### config.mk
export PLATFORM = sky130hd
export DESIGN_NAME = dasc_top
export DESIGN_NICKNAME = d
export VERILOG_FILES = /design/src/dasc_pkg.sv /design/src/dasc_channel.sv /design/src/dasc_sync.sv /design/src/dasc_top.sv
export SDC_FILE = /design/constraint.sdc
export NUM_CORES = 1
export LEC_CHECK = 0
export BUFFER_PORTS_ARGS = -buffer_cell sky130_fd_sc_hd__buf_2
export CORE_ASPECT_RATIO = 1.1
export CORE_MARGIN = 2
export CORE_UTILIZATION = 35
export DETAILED_ROUTE_END_ITERATION = 16
export GPL_TIMING_DRIVEN = 0
export MAX_ROUTING_LAYER = met4
export SLEW_MARGIN = 20
export SYNTH_ARGS = -nofsm -noshare
export SYNTH_HDL_FRONTEND = slang
export SYNTH_SLANG_ARGS = --single-unit
### constraint.sdc
create_clock -name clock -period 3.55 [get_ports clock]
set_input_delay 0.71 -clock clock [delete_from_list [all_inputs] [get_ports clock]]
set_output_delay 0.71 -clock clock [all_outputs]
set_load 0.02 [all_outputs]
### src/dasc_pkg.sv
// Package: register map, field positions and reset values of the dual serial channel
package dasc_pkg;
   localparam logic [2:0] OFS_DATA = 3'h0;
   localparam logic [2:0] OFS_IEN = 3'h1;
   localparam logic [2:0] OFS_IID = 3'h2;
   localparam logic [2:0] OFS_LCR = 3'h3;
   localparam logic [2:0] OFS_MCR = 3'h4;
   localparam logic [2:0] OFS_LSR = 3'h5;
   localparam logic [2:0] OFS_MSR = 3'h6;
   localparam logic [2:0] OFS_SCR = 3'h7;
   localparam int LCR_DIV_ACCESS = 7;
   localparam int LCR_BREAK = 6;
   localparam int LCR_STICK = 5;
   localparam int LCR_EVEN = 4;
   localparam int LCR_PAR_EN = 3;
   localparam int LCR_STOP2 = 2;
   localparam int MCR_TERM_READY = 0;
   localparam int MCR_SEND_REQ = 1;
   localparam int MCR_IRQ_EN = 3;
   localparam int MCR_LOOP = 4;
   localparam int LSR_TX_HOLD_EMPTY = 5;
   localparam int LSR_TX_ALL_EMPTY = 6;
   localparam logic [7:0] LSR_RESET = 8'h60;
   localparam logic [7:0] MCR_RESET = 8'h00;
   localparam logic [15:0] DIV_RESET = 16'h0001;
   localparam logic [2:0] IID_NONE = 3'h1;
   localparam logic [2:0] IID_LINE = 3'h6;
   localparam logic [2:0] IID_RXDATA = 3'h4;
   localparam logic [2:0] IID_TXEMPTY = 3'h2;
   localparam logic [2:0] IID_MODEM = 3'h0;
   localparam logic [3:0] OVERSAMPLE = 4'hF;
   localparam logic [3:0] MID_SAMPLE = 4'h7;

   typedef struct packed {
      logic sendClearN;
      logic setReadyN;
      logic ringInN;
      logic carrierN;
   } dasc_modem_in_t;

   typedef struct packed {
      logic rd;
      logic wr;
      logic [2:0] addr;
      logic [7:0] data;
   } dasc_host_req_t;
endpackage : dasc_pkg

### src/dasc_channel.sv
// One asynchronous serial channel with host registers, modem lines and interrupt
`timescale 1ns/10ps
module dasc_channel (
   input wire logic clock,
   input wire logic srst,
   input wire logic sel,
   input wire dasc_pkg::dasc_host_req_t req,
   output logic [7:0] readData,
   output logic readValid,
   input wire logic serialRxIn,
   input wire dasc_pkg::dasc_modem_in_t modemIn,
   output logic serialTxOut,
   output logic terminalReadyN,
   output logic sendRequestN,
   output logic chanIrqOut,
   output logic chanIrqOe
);
   logic [7:0] lineControlReg;
   logic [7:0] modemControlReg;
   logic [7:0] lineStatusReg;
   logic [3:0] irqEnable;
   logic [7:0] scratch;
   logic [15:0] divisor;
   logic [7:0] txHoldingReg;
   logic [7:0] rxBufferReg;
   logic [3:0] deltaFlags;
   logic txEmptyIrq;
   logic rxLineIrq;
   logic [15:0] baudCount;
   logic baudTick;
   logic [3:0] txPhase;
   logic [3:0] txBitIdx;
   logic [10:0] txShift;
   logic txBusy;
   logic [3:0] rxPhase;
   logic [3:0] rxBitIdx;
   logic [9:0] rxShift;
   logic rxBusy;
   logic [3:0] modemPrev;
   logic [2:0] next_iid;
   logic [7:0] next_read;
   logic wrEn;
   logic rdEn;
   logic divAccess;
   logic loopMode;
   logic rxLine;
   dasc_pkg::dasc_modem_in_t modemEff;
   logic [3:0] modemLevel;
   logic [3:0] dataBits;

   function automatic logic [3:0] word_bits(input logic [1:0] wls);
      word_bits = {2'b00, wls} + 4'h5;
   endfunction : word_bits

   function automatic logic char_parity(input logic [7:0] d, input logic [3:0] n,
                                        input logic [7:0] line_control_reg);
      logic p;
      p = 1'b0;
      for (int i = 0; i < 8; i++) begin
         if (i < n) p = p ^ d[i];
      end
      if (line_control_reg[dasc_pkg::LCR_STICK]) char_parity = ~line_control_reg[dasc_pkg::LCR_EVEN];
      else char_parity = p ^ ~line_control_reg[dasc_pkg::LCR_EVEN];
   endfunction : char_parity

   assign wrEn = sel && req.wr;
   assign rdEn = sel && req.rd;
   assign divAccess = lineControlReg[dasc_pkg::LCR_DIV_ACCESS];
   assign loopMode = modemControlReg[dasc_pkg::MCR_LOOP];
   assign dataBits = word_bits(lineControlReg[1:0]);
   // Loop mode feeds the transmitter back and the modem outputs to the inputs
   assign rxLine = loopMode ? txShift[0] | ~txBusy : serialRxIn;
   assign modemEff = loopMode ?
      {~modemControlReg[1], ~modemControlReg[0], ~modemControlReg[2], ~modemControlReg[3]}
      : modemIn;
   assign modemLevel = {~modemEff.carrierN, ~modemEff.ringInN, ~modemEff.setReadyN,
                        ~modemEff.sendClearN};

   // Baud enable: one pulse every divisor cycles, 16 per bit
   // A divisor of zero acts as one rather than stalling the line
   always_ff @(posedge clock) begin
      if (srst) begin
         baudCount <= 16'h0000;
         baudTick <= 1'b0;
      end else if (baudCount + 16'h0001 >= divisor) begin
         baudCount <= 16'h0000;
         baudTick <= 1'b1;
      end else begin
         baudCount <= baudCount + 16'h0001;
         baudTick <= 1'b0;
      end
   end

   // Host writes
   always_ff @(posedge clock) begin
      if (srst) begin
         lineControlReg <= 8'h00;
         modemControlReg <= dasc_pkg::MCR_RESET;
         irqEnable <= 4'h0;
         scratch <= 8'h00;
         divisor <= dasc_pkg::DIV_RESET;
         txHoldingReg <= 8'h00;
      end else if (wrEn) begin
         if (req.addr == dasc_pkg::OFS_DATA && divAccess) begin
            divisor[7:0] <= req.data;
         end else if (req.addr == dasc_pkg::OFS_IEN && divAccess) begin
            divisor[15:8] <= req.data;
         end else if (req.addr == dasc_pkg::OFS_DATA) begin
            txHoldingReg <= req.data;
         end else if (req.addr == dasc_pkg::OFS_IEN) begin
            irqEnable <= req.data[3:0];
         end else if (req.addr == dasc_pkg::OFS_LCR) begin
            lineControlReg <= req.data;
         end else if (req.addr == dasc_pkg::OFS_MCR) begin
            // Upper three bits have no function and always read as zero
            modemControlReg <= {3'b000, req.data[4:0]};
         end else if (req.addr == dasc_pkg::OFS_SCR) begin
            scratch <= req.data;
         end
      end
   end

   assign terminalReadyN = ~modemControlReg[dasc_pkg::MCR_TERM_READY];
   assign sendRequestN = ~modemControlReg[dasc_pkg::MCR_SEND_REQ];

   // Transmitter: start bit, data LSB first, parity, stop bits
   always_ff @(posedge clock) begin
      if (srst) begin
         txBusy <= 1'b0;
         txShift <= 11'h7FF;
         txPhase <= 4'h0;
         txBitIdx <= 4'h0;
      end else if (!txBusy) begin
         txShift <= 11'h7FF;
         if (!lineStatusReg[dasc_pkg::LSR_TX_HOLD_EMPTY] && baudTick) begin
            txBusy <= 1'b1;
            txPhase <= 4'h0;
            txBitIdx <= 4'h0;
            // Unused data bits are forced to mark so short words keep their stop bits
            txShift <= {2'b11, 8'(txHoldingReg | (8'hFF << dataBits)), 1'b0};
            if (lineControlReg[dasc_pkg::LCR_PAR_EN]) begin
               txShift[4'(dataBits) + 4'h1] <=
                  char_parity(txHoldingReg, dataBits, lineControlReg);
            end
         end
      end else if (baudTick) begin
         txPhase <= txPhase + 4'h1;
         if (txPhase == dasc_pkg::OVERSAMPLE) begin
            txShift <= {1'b1, txShift[10:1]};
            txBitIdx <= txBitIdx + 4'h1;
            // Frame length: start + data + parity + stop(s); 1.5 stops rounded to 2
            if (txBitIdx == dataBits + {3'b000, lineControlReg[dasc_pkg::LCR_PAR_EN]}
                + {3'b000, lineControlReg[dasc_pkg::LCR_STOP2]} + 4'h1) begin
               txBusy <= 1'b0;
            end
         end
      end
   end

   // Break forces space only while a frame is sent; loop and idle hold mark even with break set
   always_ff @(posedge clock) begin
      if (srst) begin
         serialTxOut <= 1'b1;
      end else if (loopMode || !txBusy) begin
         serialTxOut <= 1'b1;
      end else begin
         serialTxOut <= txShift[0] & ~lineControlReg[dasc_pkg::LCR_BREAK];
      end
   end

   // Receiver: majority-free mid-bit sampling at the 16x enable
   always_ff @(posedge clock) begin
      if (srst) begin
         rxBusy <= 1'b0;
         rxPhase <= 4'h0;
         rxBitIdx <= 4'h0;
         rxShift <= 10'h000;
      end else if (baudTick) begin
         if (!rxBusy) begin
            rxPhase <= 4'h0;
            rxBitIdx <= 4'h0;
            if (!rxLine) rxBusy <= 1'b1;
         end else begin
            rxPhase <= rxPhase + 4'h1;
            if (rxPhase == dasc_pkg::MID_SAMPLE) begin
               rxShift <= {rxLine, rxShift[9:1]};
               rxBitIdx <= rxBitIdx + 4'h1;
               if (rxBitIdx == 4'h0 && rxLine) rxBusy <= 1'b0;
               if (rxBitIdx == dataBits + {3'b000, lineControlReg[dasc_pkg::LCR_PAR_EN]} +
                   4'h1) begin
                  rxBusy <= 1'b0;
               end
            end
         end
      end
   end

   // Stop-bit strobe shared by the receive buffer and its flags
   logic stopSeen;
   assign stopSeen = baudTick && rxBusy && rxPhase == dasc_pkg::MID_SAMPLE &&
      rxBitIdx == dataBits + {3'b000, lineControlReg[dasc_pkg::LCR_PAR_EN]} + 4'h1;

   // Line status, receive buffer and line-error interrupt
   always_ff @(posedge clock) begin
      logic [9:0] frame;
      logic [7:0] dataOut;
      logic parErr;
      frame = 10'h000;
      dataOut = 8'h00;
      parErr = 1'b0;
      if (srst) begin
         lineStatusReg <= dasc_pkg::LSR_RESET;
         rxBufferReg <= 8'h00;
         rxLineIrq <= 1'b0;
      end else begin
         if (rdEn && !divAccess && req.addr == dasc_pkg::OFS_DATA) begin
            lineStatusReg[0] <= 1'b0;
         end
         if (rdEn && req.addr == dasc_pkg::OFS_LSR) begin
            lineStatusReg[4:1] <= 4'h0;
            rxLineIrq <= 1'b0;
         end
         if (wrEn && !divAccess && req.addr == dasc_pkg::OFS_DATA) begin
            lineStatusReg[dasc_pkg::LSR_TX_HOLD_EMPTY] <= 1'b0;
            lineStatusReg[dasc_pkg::LSR_TX_ALL_EMPTY] <= 1'b0;
         end else if (!txBusy && !lineStatusReg[dasc_pkg::LSR_TX_HOLD_EMPTY] && baudTick) begin
            lineStatusReg[dasc_pkg::LSR_TX_HOLD_EMPTY] <= 1'b1;
         end else if (!txBusy && lineStatusReg[dasc_pkg::LSR_TX_HOLD_EMPTY]) begin
            lineStatusReg[dasc_pkg::LSR_TX_ALL_EMPTY] <= 1'b1;
         end
         // Set beats a same-cycle read clear
         if (stopSeen) begin
            // Right-aligned without the start bit: data, then parity, then stop
            frame = {rxLine, rxShift[9:1]} >> (4'h9 - dataBits -
               {3'b000, lineControlReg[dasc_pkg::LCR_PAR_EN]});
            dataOut = frame[7:0] & ~(8'hFF << dataBits);
            if (lineControlReg[dasc_pkg::LCR_PAR_EN]) begin
               parErr = frame[dataBits] !=
                  char_parity(dataOut, dataBits, lineControlReg);
            end
            rxBufferReg <= dataOut;
            lineStatusReg[0] <= 1'b1;
            if (lineStatusReg[0]) lineStatusReg[1] <= 1'b1;
            if (parErr) lineStatusReg[2] <= 1'b1;
            if (!rxLine) lineStatusReg[3] <= 1'b1;
            if (!rxLine && frame == 10'h000) lineStatusReg[4] <= 1'b1;
            if (lineStatusReg[0] || parErr || !rxLine) rxLineIrq <= 1'b1;
         end
      end
   end

   // Holding-empty interrupt: set on the empty edge, cleared by write or ident read
   always_ff @(posedge clock) begin
      if (srst) begin
         txEmptyIrq <= 1'b0;
      end else if (!txBusy && !lineStatusReg[dasc_pkg::LSR_TX_HOLD_EMPTY] && baudTick &&
                   !(wrEn && !divAccess && req.addr == dasc_pkg::OFS_DATA)) begin
         txEmptyIrq <= 1'b1;
      end else if (wrEn && !divAccess && req.addr == dasc_pkg::OFS_DATA) begin
         txEmptyIrq <= 1'b0;
      end else if (rdEn && req.addr == dasc_pkg::OFS_IID &&
                   next_iid == dasc_pkg::IID_TXEMPTY) begin
         txEmptyIrq <= 1'b0;
      end
   end

   // Modem deltas: a change in the same cycle as a status read stays set
   always_ff @(posedge clock) begin
      logic [3:0] changed;
      changed = 4'h0;
      if (srst) begin
         modemPrev <= 4'h0;
         deltaFlags <= 4'h0;
      end else begin
         // Ring flag marks the pin falling, i.e. the ring level becoming active
         changed = {modemPrev[3] ^ modemLevel[3], ~modemPrev[2] & modemLevel[2],
                    modemPrev[1:0] ^ modemLevel[1:0]};
         modemPrev <= modemLevel;
         if (rdEn && req.addr == dasc_pkg::OFS_MSR) deltaFlags <= changed;
         else deltaFlags <= deltaFlags | changed;
      end
   end

   // Interrupt priority and read mux
   always_comb begin
      next_iid = dasc_pkg::IID_NONE;
      if (irqEnable[2] && rxLineIrq) next_iid = dasc_pkg::IID_LINE;
      else if (irqEnable[0] && lineStatusReg[0]) next_iid = dasc_pkg::IID_RXDATA;
      else if (irqEnable[1] && txEmptyIrq) next_iid = dasc_pkg::IID_TXEMPTY;
      else if (irqEnable[3] && deltaFlags != 4'h0) next_iid = dasc_pkg::IID_MODEM;
   end

   always_comb begin
      next_read = 8'h00;
      if (req.addr == dasc_pkg::OFS_DATA && divAccess) next_read = divisor[7:0];
      else if (req.addr == dasc_pkg::OFS_IEN && divAccess) next_read = divisor[15:8];
      else if (req.addr == dasc_pkg::OFS_DATA) next_read = rxBufferReg;
      else if (req.addr == dasc_pkg::OFS_IEN) next_read = {4'h0, irqEnable};
      else if (req.addr == dasc_pkg::OFS_IID) next_read = {5'h00, next_iid};
      else if (req.addr == dasc_pkg::OFS_LCR) next_read = lineControlReg;
      else if (req.addr == dasc_pkg::OFS_MCR) next_read = modemControlReg;
      else if (req.addr == dasc_pkg::OFS_LSR) next_read = lineStatusReg;
      else if (req.addr == dasc_pkg::OFS_MSR) begin
         next_read = {modemLevel, deltaFlags};
      end else next_read = scratch;
   end

   assign readData = next_read;
   assign readValid = rdEn;
   assign chanIrqOut = next_iid != dasc_pkg::IID_NONE;
   assign chanIrqOe = modemControlReg[dasc_pkg::MCR_IRQ_EN];
endmodule : dasc_channel

### src/dasc_sync.sv
// Three-stage synchroniser with agreement filter for a bundle of pin inputs
`timescale 1ns/10ps
module dasc_sync #(
   parameter int WIDTH = 1,
   parameter logic [WIDTH-1:0] INIT = '1
) (
   input wire logic clock,
   input wire logic srst,
   input wire logic [WIDTH-1:0] pinIn,
   output logic [WIDTH-1:0] stable
);
   logic [WIDTH-1:0] stage1;
   logic [WIDTH-1:0] stage2;
   logic [WIDTH-1:0] stage3;

   // Elaboration-time refusal of an empty bundle
   if (WIDTH < 1) begin : g_width_check
      $error("dasc_sync: WIDTH must be at least 1");
   end

   always_ff @(posedge clock) begin
      if (srst) begin
         stage1 <= INIT;
         stage2 <= INIT;
         stage3 <= INIT;
      end else begin
         stage1 <= pinIn;
         stage2 <= stage1;
         stage3 <= stage2;
      end
   end

   // A change counts only once the last two stages agree
   always_ff @(posedge clock) begin
      if (srst) begin
         stable <= INIT;
      end else begin
         for (int i = 0; i < WIDTH; i++) begin
            if (stage2[i] == stage3[i]) begin
               stable[i] <= stage3[i];
            end
         end
      end
   end
endmodule : dasc_sync

### src/dasc_top.sv
// Top: two independent serial channels sharing the host bus, clock and reset
`timescale 1ns/10ps
module dasc_top (
   input wire logic clock,
   input wire logic srst,
   input wire logic host_write_n,
   input wire logic host_read_n,
   input wire logic [2:0] host_addr,
   input wire logic chan0_select_n,
   input wire logic chan1_select_n,
   input wire logic [7:0] host_data_bus_in,
   output logic [7:0] host_data_bus_out,
   output logic host_data_bus_oe,
   input wire logic [1:0] serial_rx_in,
   input wire logic [1:0] send_clear_n,
   input wire logic [1:0] set_ready_n,
   input wire logic [1:0] ring_in_n,
   input wire logic [1:0] carrier_n,
   output logic [1:0] serial_tx_out,
   output logic [1:0] terminal_ready_n,
   output logic [1:0] send_request_n,
   output logic [1:0] chan_irq_out,
   output logic [1:0] chan_irq_oe
);
   logic [24:0] pinsSync;
   logic wrN;
   logic rdN;
   logic wrPrev;
   logic rdPrev;
   logic [1:0] selN;
   dasc_pkg::dasc_host_req_t req;
   logic [7:0] chData [2];
   logic [1:0] chValid;
   logic [1:0] txOut;
   logic [1:0] dtrN;
   logic [1:0] rtsN;
   logic [1:0] irqOut;
   logic [1:0] irqOe;

   // Data is filtered too; the host holds it past the strobe, so it settles first
   dasc_sync #(.WIDTH(25), .INIT(25'h1FF_FFFF)) u_sync (
      .clock(clock),
      .srst(srst),
      .pinIn({host_write_n, host_read_n, chan0_select_n, chan1_select_n,
              serial_rx_in, send_clear_n, set_ready_n, ring_in_n, carrier_n,
              host_addr, host_data_bus_in}),
      .stable(pinsSync)
   );

   assign wrN = pinsSync[24];
   assign rdN = pinsSync[23];
   assign selN = {pinsSync[21], pinsSync[22]};

   // Write and read each act once per strobe, on the strobe's rising edge
   always_ff @(posedge clock) begin
      if (srst) begin
         wrPrev <= 1'b1;
         rdPrev <= 1'b1;
         req <= '0;
      end else begin
         wrPrev <= wrN;
         rdPrev <= rdN;
         req.wr <= !wrPrev && wrN;
         req.rd <= !rdPrev && rdN;
         req.addr <= pinsSync[10:8];
         req.data <= pinsSync[7:0];
      end
   end

   for (genvar c = 0; c < 2; c++) begin : g_chan
      dasc_channel u_chan (
         .clock(clock),
         .srst(srst),
         .sel(!selN[c] && selN[1-c]),
         .req(req),
         .readData(chData[c]),
         .readValid(chValid[c]),
         .serialRxIn(pinsSync[19 + c]),
         .modemIn({pinsSync[17 + c], pinsSync[15 + c], pinsSync[13 + c], pinsSync[11 + c]}),
         .serialTxOut(txOut[c]),
         .terminalReadyN(dtrN[c]),
         .sendRequestN(rtsN[c]),
         .chanIrqOut(irqOut[c]),
         .chanIrqOe(irqOe[c])
      );
   end

   // Bus drive follows the live read strobe; read side effects occur at strobe end
   always_ff @(posedge clock) begin
      if (srst) begin
         host_data_bus_out <= 8'h00;
         host_data_bus_oe <= 1'b0;
      end else begin
         host_data_bus_oe <= !rdN && (selN != 2'b11) && (selN != 2'b00);
         host_data_bus_out <= !selN[0] ? chData[0] : chData[1];
      end
   end

   always_ff @(posedge clock) begin
      if (srst) begin
         serial_tx_out <= 2'b11;
         terminal_ready_n <= 2'b11;
         send_request_n <= 2'b11;
         chan_irq_out <= 2'b00;
         chan_irq_oe <= 2'b00;
      end else begin
         serial_tx_out <= txOut;
         terminal_ready_n <= dtrN;
         send_request_n <= rtsN;
         chan_irq_out <= irqOut;
         chan_irq_oe <= irqOe;
      end
   end
endmodule : dasc_top

==> metrics.md <==
| Metric | Value |
|---|---|
| Outcome | `finished clean` |
| Final period util | `~100%` |
| P_sw | `approximately 2200 µW` |
| Lkg Pwr | `roughly 0.008 µW` |
| Root Buffer | `clkbuf_16` |
| Via count | `15.64k` |
| CTS sink cnt | `between 300 and 400` |
| Top-area cell type share of the netlist area | `43.28%` |
| First-pass GRT wire length | `~88 mm` |
| WL/cell | `a little under 20 µm` |
| Nets | `2302` |
| Cell Count Post-Placement | `roughly 2.8k` |
| Worst hold path type | `in2reg` |
| Syn Area/Cell | `just under 9 µm²` |
| CTS tree | `built` |
| Initial antenna violation count | `0` |
| Slew Viols, Final | `0` |
| Startpoint Class | `register` |
| Reg power frac | `roughly 47%` |
| # port buffers | `45` |
| Synth area leader | `dfxtp_1` |
| Initial Util | `between 30 and 40%` |
| Clk buf depth | `3` |
| CP Cell Sequence | `buf_8, clkinvlp_4, ha_4, inv_4, fa_2, buf_6, mux4_2, nor2_1, a311o_1, xor2_1, xnor2_1, xnor3_1, nor2_2, xnor2_2, o22ai_1` |
| Final hold violations | `0` |
| Post-DP HPWL | `roughly 42 mm` |
| Largest net degree at the start of global routing | `16` |
| Commonest non-fill, non-tap cell in the layout | `dfxtp_1` |
| Die Ht | `roughly 240 µm` |
| Met3 Usage GRT | `3.425%` |
| Gate Count Post-Synth | `2081` |
| RSZ-0062 raised after global routing | `yes` |
| Vias in the first global route | `between 15k and 20k` |
| Crit. End Element | `register` |
| Ys Warns | `0` |
| Internal power | `approximately 7400 µW` |
| Maxcap violations | `0` |
| Register-to-Register Setup Slack | `0.01 ns` |
| Final non-filler cell total | `2902` |
| Post-Synthesis Cell Area | `0.01822 mm²` |
| Grt met1 use | `about a quarter` |
| GR Util All Layers | `between 20 and 25%` |
| Total congestion overflow | `0` |
| Async SR Flop Fraction | `0%` |
| Post-DRT Antenna Nets | `0` |
| Most frequent cells in the layout | `387 x dfxtp_1, 249 x nor2_1, 187 x nand2_1` |
| CTS Buf Count | `43` |
| Hold path depth | `2` |
| Arr. time, crit path | `3.97 ns` |
| # rows | `87` |
| Switching Share | `23.04%` |
| Post-placement setup slack | `-0.8998 ns` |
| Worst clock skew | `between 0.01 and 0.015 ns` |
| CP Class | `reg2reg` |
| Part of the power in combinational logic | `under 10%` |
| # IOs | `between 40 and 50` |
| N_diodes | `0` |
| Worst-path fanout max | `6` |
| Drt drc | `0` |
| Initial drt markers | `between 1k and 1.5k` |
| Clk pwr share | `49.6%` |
| Seq/Total Area, Yosys | `approximately 43%` |
| H-tree Lvls | `2` |
| Worst-Margin Slew | `between 1 and 1.5 ns` |
| Core area | `approximately 0.051 mm²` |
| Worst r2r path cells | `15` |
| Setup ws final | `0.01285 ns` |
| Die area | `~0.054 mm²` |
| Relative slew slack | `30.15%` |
| Hold-fix buffers at CTS | `0` |
| Netlist cell types | `79` |
| Hold Path Origin | `ring_in_n[1]` |
| Met2 usage | `approximately 36%` |
| Synth Net Count | `between 2k and 2.5k` |
| GRT Max-Usage Layer | `met2` |
| Post-synth top flop | `dfxtp_1` |
| Routability cong. | `around 1.0` |
| Routed WL | `57.59 mm` |
| Worst R2R End | `g_chan[1].u_chan.rxLineIrq` |
| Fillers | `roughly 5.1k` |
| Slowest CP cell | `fa_2` |
| Die Wd | `about 220 µm` |
| Synth area leaders | `dfxtp_1 43%, mux2i_1 5.4%, nor2_1 5.2%, ha_1 4.8%, a21oi_1 4.6%` |
| Crit-path max cell delay | `0.65 ns` |
| Crit path time final | `3.537 ns` |
| Finish-stage setup viols | `0` |
| Clock Pin Slew Worst Setup and Hold Paths | `approximately 0.060 ns` |
| Max Clock Freq | `282.7 MHz` |
| WHS Endpoint | `u_sync.stage1[14]` |
| Via density | `~5.4` |
| Total negative slack | `0 ns` |
| Layout cell share with drive strength beyond 1 | `14.99%` |
| Register bit count reported by yosys | `394` |
| First-pass DRT Iterations | `8` |
| Power per Cell Area | `around 450 mW/mm²` |
| Worst-Skew Late Latency | `between 0.5 and 0.6 ns` |
| R2r startpoint | `g_chan[1].u_chan.lineControlReg[0]` |
| Critical Path RT | `roughly 4.0 ns` |
| Area growth, synth to finish | `17.81%` |
| VDD IR-drop max | `approximately 0.00044 V` |
| Post-synth EDFFs | `0` |
-- final cells by class --
type / count / area [µm²] / share of cell area [%]
clock inverters: 22 / 326.6 / 1.521
flip-flops and latches: 394 / 7904 / 36.81
multi-input cells: 1489 / 9925 / 46.22
well taps: 667 / 834.6 / 3.887
clock buffers: 55 / 1181 / 5.501
repair buffers: 78 / 471.7 / 2.197
inverters: 81 / 321.6 / 1.498
plain buffers: 116 / 506.7 / 2.360
-- registers in the layout, summed over array words and instances (netlist names), 10 cells and up --
register,cells
g_chan.u_chan.modemControlReg,10
g_chan.u_chan.divisor,32
g_chan.u_chan.baudCount,32
g_chan.u_chan.rxShift,18
g_chan.u_chan.lineStatusReg,14
req,13
u_sync.stage3,25
g_chan.u_chan.rxBufferReg,16
u_sync.stage1,25
u_sync.stable,25
g_chan.u_chan.txShift,22
u_sync.stage2,25
g_chan.u_chan.scratch,16
g_chan.u_chan.lineControlReg,16
g_chan.u_chan.txHoldingReg,16
-- per-stage QoR --
stage | power, µW | hold slack, ns | utilization (%) | instance area [µm²]
5_1_grt | 9870 | 0.2902 | 41.79 | 21470
6_report | 9575 | 0.3089 | 41.79 | 21470
3_3_place_gp | 4918 | 0.3765 | 37.55 | 19290
2_1_floorplan | 4752 | 0.3721 | - | 18240
3_5_place_dp | 4920 | 0.3831 | 37.62 | 19330
4_1_cts | 9659 | 0.2809 | 40.99 | 21060
-- critical path, delay by kind of cell, from the launching register on --
family | cells | cell delay, ns
flip-flops | 1 | 0.34
AND/OR/NAND/NOR | 2 | 0.20
XOR/XNOR | 4 | 0.94
multiplexers | 1 | 0.19
adder cells (fa/ha/maj) | 2 | 0.81
buffers and inverters | 4 | 0.44
AO/OA/AOI/OAI | 2 | 0.46
-- worst max path at each step --
stage / slack [ns] / to / from
6_report: 0.01 / g_chan[1].u_chan.rxLineIrq / g_chan[1].u_chan.lineControlReg[0]
5_1_grt: -0.11 / g_chan[0].u_chan.rxLineIrq / g_chan[0].u_chan.lineControlReg[0]
4_1_cts: 0.003 / g_chan[1].u_chan.rxLineIrq / g_chan[1].u_chan.lineControlReg[0]
3_5_place_dp: -0.90 / g_chan[1].u_chan.rxBufferReg[2] / g_chan[1].u_chan.lineControlReg[0]
3_3_place_gp: -0.85 / g_chan[1].u_chan.rxBufferReg[2] / g_chan[1].u_chan.lineControlReg[0]
2_1_floorplan: -0.008 / g_chan[0].u_chan.rxLineIrq / g_chan[0].u_chan.lineControlReg[0]
-- metal layers --
layer | routed length, µm | vias to the layer above | part of all wire, %
li1 | - | 7486 | -
met1 | 24740 | 7560 | 43
met2 | 27300 | 473 | 47
met3 | 3295 | 120 | 5.7
met4 | 2246 | 0 | 3.9
met5 | 0 | - | 0
-- cell families after synthesis --
group | synth area share, %
and+or+nand+nor | 19.96
AOI/OAI and AO/OA | 15.60
DFF | 43.28
buffers and inverters | 4.140
muxes | 7.566
xor gates and xnor gates | 4.421
adders and majority gates | 5.025
-- power by group through the flow --
stage | Combinational (µW) | Sequential, µW | Clock (µW)
2_1_floorplan | 169 | 4580 | 0
3_3_place_gp | 325 | 4590 | 0
4_1_cts | 327 | 4490 | 4840
3_5_place_dp | 326 | 4590 | 0
6_report | 333 | 4490 | 4750
5_1_grt | 349 | 4500 | 5030
-- synth_stat cells, drive strengths merged, types with 8 or more instances --
library cell / number
a22oi: 20
or2: 85
mux4: 14
a221oi: 12
buf: 12
nand3: 58
inv: 78
a21oi: 166
a31oi: 15
nor3: 25
nand2b: 14
xnor2: 45
and3: 12
nand2: 190
nor2: 253
clkbuf: 105
and2: 8
o21ai: 105
nor4: 9
nand4: 26
a211oi: 14
ha: 70
dfxtp: 394
a311oi: 9
a221o: 8
nor2b: 58
xor2: 29
mux2i: 98
a22o: 11
a21o: 20
-- timing repair --
| action | CTS | global route |
|---|---|---|
| endpoints found under the setup margin | 60 | 53 |
| pin swaps | 6 | 15 |
| gates cloned | 0 | 1 |
| setup buffers | 6 | 23 |
| gates resized for setup | 55 | 64 |
No activity file was read; power rests on OpenSTA's default activity.
